--- src/logic/bwid_pkg.sv ---
// constants for the bandwidth feature identification register bank
// Functional notes
// - The partition word reads at 0x0040 in all four space frames and is read-only.
// - Every space has its own copy of each word, with equal or different contents.
// - With instance selection, instance fields follow the selected instance, others stay fixed.
// - The monitor word exists only with monitoring and usage monitoring, else reads zero.
// - Bit 31 reads 1 only when a capture event can copy the counter to a snapshot register.
// - Bit 30 reports the wide counter, which with bit 31 set also has a wide snapshot.
// - Bit 29 picks a 44-bit or 63-bit wide count and must read 0 when no wide counter exists.
// - Bit 28 reads 1 only when the usage filter can select read, write or both kinds of traffic.
// - Bit 27 reads 1 only when the control register offers the overflow linkage field.
// - Bit 26 reads 1 only when the usage overflow bitmap register is implemented.
// - Bit 25 reads 1 only when a capture event may trigger overflow actions.
// - Bit 24 reads 1 only when the control register lets an overflow capture the counter.
// - Bits 20 to 16 give the counter right-shift scaling, zero meaning no scaling.
// - Bits 15 to 0 give the usage monitor instance count, the top selector being one less.
// - Each space copy reports the count of monitor instances available to that space.
package bwid_pkg;

    // ==========================================================
    // register offsets inside one feature frame
    localparam logic [15:0] BWID_PART_FEAT_OFS = 16'h0040;
    localparam logic [15:0] BWID_MON_FEAT_OFS  = 16'h0090;

    // ==========================================================
    // security spaces, one feature frame each
    localparam int          BWID_NUM_SPACES    = 4;
    localparam logic [1:0]  BWID_SPACE_SECURE  = 2'h0;
    localparam logic [1:0]  BWID_SPACE_NONSEC  = 2'h1;
    localparam logic [1:0]  BWID_SPACE_ROOT    = 2'h2;
    localparam logic [1:0]  BWID_SPACE_REALM   = 2'h3;

    // ==========================================================
    // usage monitor feature word field positions
    localparam int BWID_CAPT_BIT    = 31;
    localparam int BWID_LONG_BIT    = 30;
    localparam int BWID_WSEL_BIT    = 29;
    localparam int BWID_RWBW_BIT    = 28;
    localparam int BWID_LNKG_BIT    = 27;
    localparam int BWID_OFSR_BIT    = 26;
    localparam int BWID_CEVNT_BIT   = 25;
    localparam int BWID_OFCAPT_BIT  = 24;
    localparam int BWID_SCALE_LSB   = 16;
    localparam int BWID_SCALE_W     = 5;
    localparam int BWID_COUNT_LSB   = 0;
    localparam int BWID_COUNT_W     = 16;

    // ==========================================================
    // partition feature word: bits that exist (others reserved)
    localparam logic [31:0] BWID_PART_VALID_MASK = 32'h1fff_7c3f;

    // ==========================================================
    // reset values of the read port
    localparam logic [31:0] BWID_RDATA_RST = 32'h0000_0000;

endpackage : bwid_pkg

--- src/logic/bwid_mon_word.sv ---
// assembles one usage monitor feature word from its capability flags
`timescale 1ns/1ps
`default_nettype none
module bwid_mon_word
    import bwid_pkg::*;
(
    input  wire logic                    present,
    input  wire logic                    ext_present,
    input  wire logic                    capt,
    input  wire logic                    long_ctr,
    input  wire logic                    wide_sel,
    input  wire logic                    rwbw,
    input  wire logic                    lnkg,
    input  wire logic                    ofsr,
    input  wire logic                    cevnt,
    input  wire logic                    ofcapt,
    input  wire logic [BWID_SCALE_W-1:0] scale,
    input  wire logic [BWID_COUNT_W-1:0] count,
    output logic      [31:0]             word
);

    // ==========================================================
    // field packing
    // extension-only flags are forced low when the extension is absent
    always_comb begin
        word = 32'h0000_0000;
        if (present) begin
            word[BWID_CAPT_BIT]   = capt;
            word[BWID_LONG_BIT]   = ext_present & long_ctr;
            word[BWID_WSEL_BIT]   = ext_present & long_ctr & wide_sel;
            word[BWID_RWBW_BIT]   = ext_present & rwbw;
            word[BWID_LNKG_BIT]   = ext_present & lnkg;
            word[BWID_OFSR_BIT]   = ext_present & ofsr;
            word[BWID_CEVNT_BIT]  = cevnt;
            word[BWID_OFCAPT_BIT] = ext_present & ofcapt;
            word[BWID_SCALE_LSB +: BWID_SCALE_W] = scale;
            word[BWID_COUNT_LSB +: BWID_COUNT_W] = count;
        end
    end

endmodule : bwid_mon_word
`default_nettype wire

--- src/logic/bwid_feature_regs.sv ---
// read-only bandwidth partition and usage monitor feature registers, all spaces
`timescale 1ns/1ps
`default_nettype none
module bwid_feature_regs
    import bwid_pkg::*;
#(
    parameter int                              SEL_W       = 1,
    parameter int                              NUM_INST    = 1,
    parameter int                              ADDR_W      = 16,
    parameter logic                            SEL_PRESENT = 1'b0,
    parameter logic                            EXT_PRESENT = 1'b1,
    parameter logic [NUM_INST-1:0]             MSMON_PRES  = '1,
    parameter logic [NUM_INST-1:0]             MBWU_PRES   = '1,
    parameter logic [NUM_INST-1:0]             CAPT        = '1,
    parameter logic [NUM_INST-1:0]             LONG_CTR    = '1,
    parameter logic [NUM_INST-1:0]             WIDE_SEL    = '0,
    parameter logic [NUM_INST-1:0]             RWBW        = '0,
    parameter logic [NUM_INST-1:0]             LNKG        = '0,
    parameter logic [NUM_INST-1:0]             OFSR        = '0,
    parameter logic [NUM_INST-1:0]             CEVNT       = '0,
    parameter logic [NUM_INST-1:0]             OFCAPT      = '0,
    parameter logic [NUM_INST*5-1:0]           SCALE       = '0,
    parameter logic [4*NUM_INST*16-1:0]        MON_COUNT   = {4*NUM_INST{16'h0004}},
    parameter logic [4*NUM_INST*32-1:0]        PART_WORD   = {4*NUM_INST{32'h0000_0c08}}
)
(
    input  wire logic              clk,
    input  wire logic              sys_rst,
    input  wire logic              ce,
    input  wire logic              rd_req,
    input  wire logic              wr_req,
    input  wire logic [1:0]        space,
    input  wire logic [ADDR_W-1:0] addr,
    input  wire logic [31:0]       wr_data,
    input  wire logic [SEL_W-1:0]  resource_instance_selector,
    output logic      [31:0]       rd_data,
    output logic                   rd_ack,
    output logic                   wr_ack
);

    // ==========================================================
    // elaboration checks
    generate
        if (NUM_INST < 1 || NUM_INST > (1 << SEL_W)) begin : g_bad_inst
            $error("NUM_INST must be 1 to 2**SEL_W");
        end
        if (ADDR_W < 8 || ADDR_W > 16) begin : g_bad_addr
            $error("ADDR_W must be 8 to 16");
        end
    endgenerate

    // ==========================================================
    // offset match, port address zero-extended to the 16-bit offset width
    function automatic logic ofs_hit(input logic [ADDR_W-1:0] a, input logic [15:0] ofs);
        logic [15:0] wide;
        wide = 16'h0000;
        wide[ADDR_W-1:0] = a;
        ofs_hit = (wide == ofs);
    endfunction : ofs_hit

    // ==========================================================
    // instance in force: selector when instance selection exists, else 0
    logic [SEL_W-1:0] inst;
    logic             inst_ok;
    logic [31:0]      inst_idx;
    logic [31:0]      slot_idx;

    // out-of-range selectors read as an absent instance, never alias
    always_comb begin
        inst     = SEL_PRESENT ? resource_instance_selector : '0;
        inst_ok  = (32'(inst) < 32'(NUM_INST));
        inst_idx = inst_ok ? 32'(inst) : 32'h0000_0000;
        slot_idx = 32'(space) * 32'(NUM_INST) + inst_idx;
    end

    // ==========================================================
    // per-space, per-instance usage monitor word
    logic [31:0] mon_word;
    logic        mon_present;

    assign mon_present = inst_ok & MSMON_PRES[inst_idx] & MBWU_PRES[inst_idx];

    bwid_mon_word u_mon_word (
        .present     (mon_present),
        .ext_present (EXT_PRESENT),
        .capt        (CAPT[inst_idx]),
        .long_ctr    (LONG_CTR[inst_idx]),
        .wide_sel    (WIDE_SEL[inst_idx]),
        .rwbw        (RWBW[inst_idx]),
        .lnkg        (LNKG[inst_idx]),
        .ofsr        (OFSR[inst_idx]),
        .cevnt       (CEVNT[inst_idx]),
        .ofcapt      (OFCAPT[inst_idx]),
        .scale       (SCALE[inst_idx*5 +: 5]),
        .count       (MON_COUNT[slot_idx*16 +: 16]),
        .word        (mon_word)
    );

    // ==========================================================
    // per-space partition word, reserved bits masked
    logic [31:0] part_word;

    assign part_word = inst_ok ? (PART_WORD[slot_idx*32 +: 32] & BWID_PART_VALID_MASK)
                               : 32'h0000_0000;

    // ==========================================================
    // read port: next values
    logic [31:0] next_rd_data;
    logic        next_rd_ack;
    logic        next_wr_ack;

    // writes are acknowledged but store nothing; unmapped offsets read zero
    always_comb begin
        next_rd_data = BWID_RDATA_RST;
        next_rd_ack  = 1'b0;
        next_wr_ack  = wr_req;
        if (rd_req) begin
            next_rd_ack = 1'b1;
            if (ofs_hit(addr, BWID_PART_FEAT_OFS)) begin
                next_rd_data = part_word;
            end else if (ofs_hit(addr, BWID_MON_FEAT_OFS)) begin
                next_rd_data = mon_word;
            end
        end
    end

    // ==========================================================
    // read port: registers, frozen while ce is low
    always_ff @(posedge clk) begin
        if (sys_rst) begin
            rd_data <= BWID_RDATA_RST;
            rd_ack  <= 1'b0;
            wr_ack  <= 1'b0;
        end else if (ce) begin
            rd_data <= next_rd_data;
            rd_ack  <= next_rd_ack;
            wr_ack  <= next_wr_ack;
        end
    end

endmodule : bwid_feature_regs
`default_nettype wire

--- config.mk ---
export PLATFORM = sky130hd
export DESIGN_NAME = bwid_feature_regs
export DESIGN_NICKNAME = d
export VERILOG_FILES = /design/src/logic/bwid_pkg.sv /design/src/logic/bwid_mon_word.sv /design/src/logic/bwid_feature_regs.sv
export SDC_FILE = /design/constraint.sdc
export NUM_CORES = 1
export LEC_CHECK = 0
export BUFFER_PORTS_ARGS = -buffer_cell sky130_fd_sc_hd__buf_2
export CAP_MARGIN = 20
export CORE_AREA = 2 2 40 49
export CTS_BUF_LIST = sky130_fd_sc_hd__clkbuf_2 sky130_fd_sc_hd__clkbuf_4 sky130_fd_sc_hd__clkbuf_8
export DETAILED_ROUTE_END_ITERATION = 10
export DIE_AREA = 0 0 42 51
export PLACE_DENSITY = 0.84
export REMOVE_ABC_BUFFERS = 1
export SYNTH_ARGS = -nofsm -noshare
export SYNTH_HDL_FRONTEND = slang
export SYNTH_SLANG_ARGS = --single-unit
--- constraint.sdc ---
create_clock -name clk -period 1.1 [get_ports clk]
set_input_delay 0.055 -clock clk [delete_from_list [all_inputs] [get_ports clk]]
set_output_delay 0.055 -clock clk [all_outputs]
set_load 0.01 [all_outputs]
[Yosys cells after proc, flatten, opt, wreduce, memory -nomap -nowiden]
Index checks and enable logic that the tools add are counted.
Cells by class
  eq/ne operators: 2
  shifts and indexed selects: 2
  mux-type cells: 4
Operators by type and width (count)
  128-bit by 8-bit indexed part select with 29-bit output, first input constant: 1
  32-bit two-way mux: 3
  64-bit by 7-bit indexed part select with 16-bit output, first input constant: 1
  16-bit by 7-bit == test with 1-bit output, second input constant: 1
  16-bit by 8-bit == test with 1-bit output, second input constant: 1
  1-bit two-way mux: 1
Word-level totals
  register bits: 34
  input port bits: 56
  output and inout bits: 34
  logic and storage cells: 11

[Longest topological paths before layout]
  word-level depth: 4
  mapped depth: 3
  mapped depth without buffers: 3

[Hierarchy]
From an unflattened synthesis, not the netlist that was laid out.
Second synthesis, totals
  cell total of the unflattened synthesis: 202
  area, all modules: 1695.4 µm²
Modules (own cells, without submodules)
  bwid_feature_regs: instances 1, cells each 166, area each 1425.1 µm², seq. area each 680.7 µm²
  bwid_mon_word: instances 1, cells each 36, area each 270.3 µm², seq. area each 0.0 µm²

[Worst setup path before layout]
No wires, ideal clock.
  path kind: input-to-reg
  from: input addr[5]
  to: register rd_data[30]
  library setup time: 0.084 ns
  arrival: 0.649 ns
  data required time: 1.016 ns
  setup slack: 0.367 ns
  cell stages on the path: 3
  path buffers: 0
  path through: nor4_1 nand4_1 o31ai_2
Between the ends
  longest elaborated chain between the ends: 4
  elaborated cells between the ends (all ways): 5
  classes of those cells: eq/ne (2); mux (3)
RTL lines
  from (decl): line bwid_feature_regs.sv:33  | input wire logic [ADDR_W-1:0] addr,
  16-bit by 8-bit == test with 1-bit output: line bwid_feature_regs.sv:58  | ofs_hit = (wide == ofs);
  32-bit two-way mux: line bwid_feature_regs.sv:121  | end else if (ofs_hit(addr, BWID_MON_FEAT_OFS)) begin
  32-bit two-way mux *: line bwid_feature_regs.sv:119  | if (ofs_hit(addr, BWID_PART_FEAT_OFS)) begin
  32-bit two-way mux *: line bwid_feature_regs.sv:117  | if (rd_req) begin
  to (signal assigned): line bwid_feature_regs.sv:135  | rd_data <= next_rd_data;
  to (decl): line bwid_feature_regs.sv:36  | output logic [31:0] rd_data,
Mark *: on every way between the ends. The rest lies on a longest branch, timed or not.
A chain may end at the register's enable or synchronous reset.

[Worst setup path in the final report]
  from: register rd_data[30]
  to: output rd_data[30]
No word-level cell between the ends.

==> run_results.csv <==
group,metric,value,unit
run_status,status,"completed",
timing,skew,0,ps
placed_design,dp_hpwl,699,um
clock_tree,cts_buffer_depth,2,
route,dr.pass1.iters,2,
clock_tree,post-cts-setup-buffers,0,
floorplanning,core_area,0.00172,sq mm
setup_path,setup.worst_path.end_class,"primary output",
timing,finalMaxSlewViolations,0,
layout,layout_common_cells,"28 x buf_2, 26 x conb_1, 4 x nand2_1, 4 x nor2_1, 4 x dfxtp_1",
synthesis,synth_cell_types,11,
placed_design,place_congestion,0.642,
timing,rsz0062_at_grt,"false",
clock_tree,htreeDepth,1,
synthesis,synth_cells,52,
pwr,leakagePower,0.290,nW
route,drc,0,
placed_design,portBuffers,28,
layout,fin_cells,97,
grt,grt_pass1_vias,279,
synthesis,yosys_warnings,0,
floorplanning,dieArea,0.00214,sq mm
setup_path,cp_max_fo,4,
pwr,ir_drop,0.171,mV
layout,n_antenna_cell,0,
clock_tree,post_cts_resize_count,0,
timing,hold_viol,0,
timing,fin_crit_sh,0.714,
layout,areaGrowthSynthToFinish,13.3,%
grt,grt_pass1_wl,1.11,mm
setup_path,worstPathCellList,"buf_2",
hold_path,hold_path_class,"input pin to register",
floorplanning,die_w,42,um
route,ant_nets,0,
floorplanning,num_rows,17,
grt,grt_usage,0.0780,
floorplanning,num_io_pins,90,
layout,drive_gt1_frac,0.410,
setup_path,slowest_delay,350,ps
timing,tns,0,ps
setup_path,cp_slowest_cell,"dfxtp_1",
route,num_vias,356,
setup_path,cp_top_family,"flip-flops",
grt,grt_remaining_overflow,0,
synthesis,ys_seq_elements,4,
clock_tree,cts_sinks,4,
setup_path,critical_path_class,"register to primary output",
timing,post-route-min-period,785,ps
floorplanning,die_h,51,um
layout,nets,136,
setup_path,path_depth,1,
hold_path,min_path_cells,2,
clock_tree,cts_buffers,3,
clock_tree,holdBufCountCts,0,
floorplanning,initial_utilization,0.240,
placed_design,dp.cells,94,
clock_tree,path_clk_slew,40,ps
setup_path,r2r_cells,2,
timing,fmax,1.27,GHz
route,wire_per_inst,7.79,um
clock_tree,cts_tree,"yes",
timing,setup_viol,0,
clock_tree,clkLatencyLatePin,240,ps
pwr,powerDensity,941,mW/mm^2
setup_path,start_kind,"register",
grt,antenna_found_initial,0,
synthesis,synth.cell_area,414,sq um
synthesis,postSynthAreaPerCell,7.96,sq um
timing,worst_slack,315,ps
route,vias_per_cell,3.67,
synthesis,ys_seq_area_frac,0.193,
route,drt_iter0_drc,3,
setup_path,worstPathArrival,730,ps
route,wl,756,um
clock_tree,root_buffer,"clkbuf_4",
setup_path,cp_num_buf_inv,1,
placed_design,preCtsSetupSlack,101,ps
setup_path,required,1040,ps
layout,final_common_cell,"buf_2",
job,cap_violations,0,
grt,grt_max_degree,5,
[synthesized netlist by cell type, drive strengths merged]
| cell type | n | area share |
|---|---|---|
| nand4 | 1 | 0.015 |
| o31ai | 1 | 0.030 |
| nor4 | 3 | 0.045 |
| and4bb | 1 | 0.030 |
| nor2 | 4 | 0.036 |
| mux2i | 2 | 0.048 |
| conb | 1 | 0.0091 |
| buf | 30 | 0.54 |
| nand2 | 4 | 0.036 |
| dfxtp | 4 | 0.19 |
| o21ai | 1 | 0.012 |
[per-stage QoR]
| step | total power, mW | hold WS [ps] | util | instance area, sq um |
|---|---|---|---|---|
| CTS | 0.441 | 20.8 | 0.272 | 469 |
| floorplan | 0.208 | 127 | - | 283 |
| global route | 0.469 | 22.6 | 0.272 | 469 |
| detailed placement | 0.255 | 269 | 0.259 | 447 |
| finish | 0.441 | 15.6 | 0.272 | 469 |
| global placement | 0.252 | 259 | 0.259 | 447 |
[flip-flops by register name, summed over array words and instances, names as in the netlist]
register  cells
wr_ack        1
rd_ack        1
rd_data       2
[worst register-to-register path: stages, from the launching register on]
cell and delay [ps]:
dfxtp_1 300, mux2i_1 120, nor2_1 50
[cell type report]
| class | instances | area [sq um] |
|---|---|---|
| Fill cell | 198 | 1250 |
| Multi-Input combinational cell | 43 | 203 |
| Timing Repair Buffer | 28 | 140 |
| Sequential cell | 4 | 80.1 |
| Tap cell | 19 | 23.8 |
| Clock buffer | 3 | 22.5 |
[kinds of logic (layout without fill, tap and decap cells)]
family                 after synthesis  count (layout)  share of synthesized area
AOI/OAI and AO/OA                    2               2                     0.0423
and+or+nand+nor                     13              13                      0.163
buffers and inverters               30              31                      0.544
other                                1              26                    0.00905
muxes                                2               2                     0.0483
DFF                                  4               4                      0.193
[where the power goes]
| part | total, mW | internal, mW | switching [mW] |
|---|---|---|---|
| clock | 0.188 | 0.122 | 0.0656 |
| combinational | 0.101 | 0.0361 | 0.0653 |
| sequential | 0.152 | 0.150 | 0.00187 |
[layer usage]
layer,vias up,global-route usage,part of all wire
met5,-,0,0
met4,0,0.0806,0.037
met1,141,0.0488,0.24
met3,5,0.0530,0.23
met2,42,0.138,0.49
li1,168,-,-
[worst paths after layout]
kind              slack [ps]   startpoint          end
setup / recovery         310  rd_data[30]  rd_data[30]
hold / removal            20      addr[6]  rd_data[30]
setup reg to reg         520       wr_ack       wr_ack
hold reg to reg          490  rd_data[11]  rd_data[11]
No activity file was read; power rests on OpenSTA's default activity.
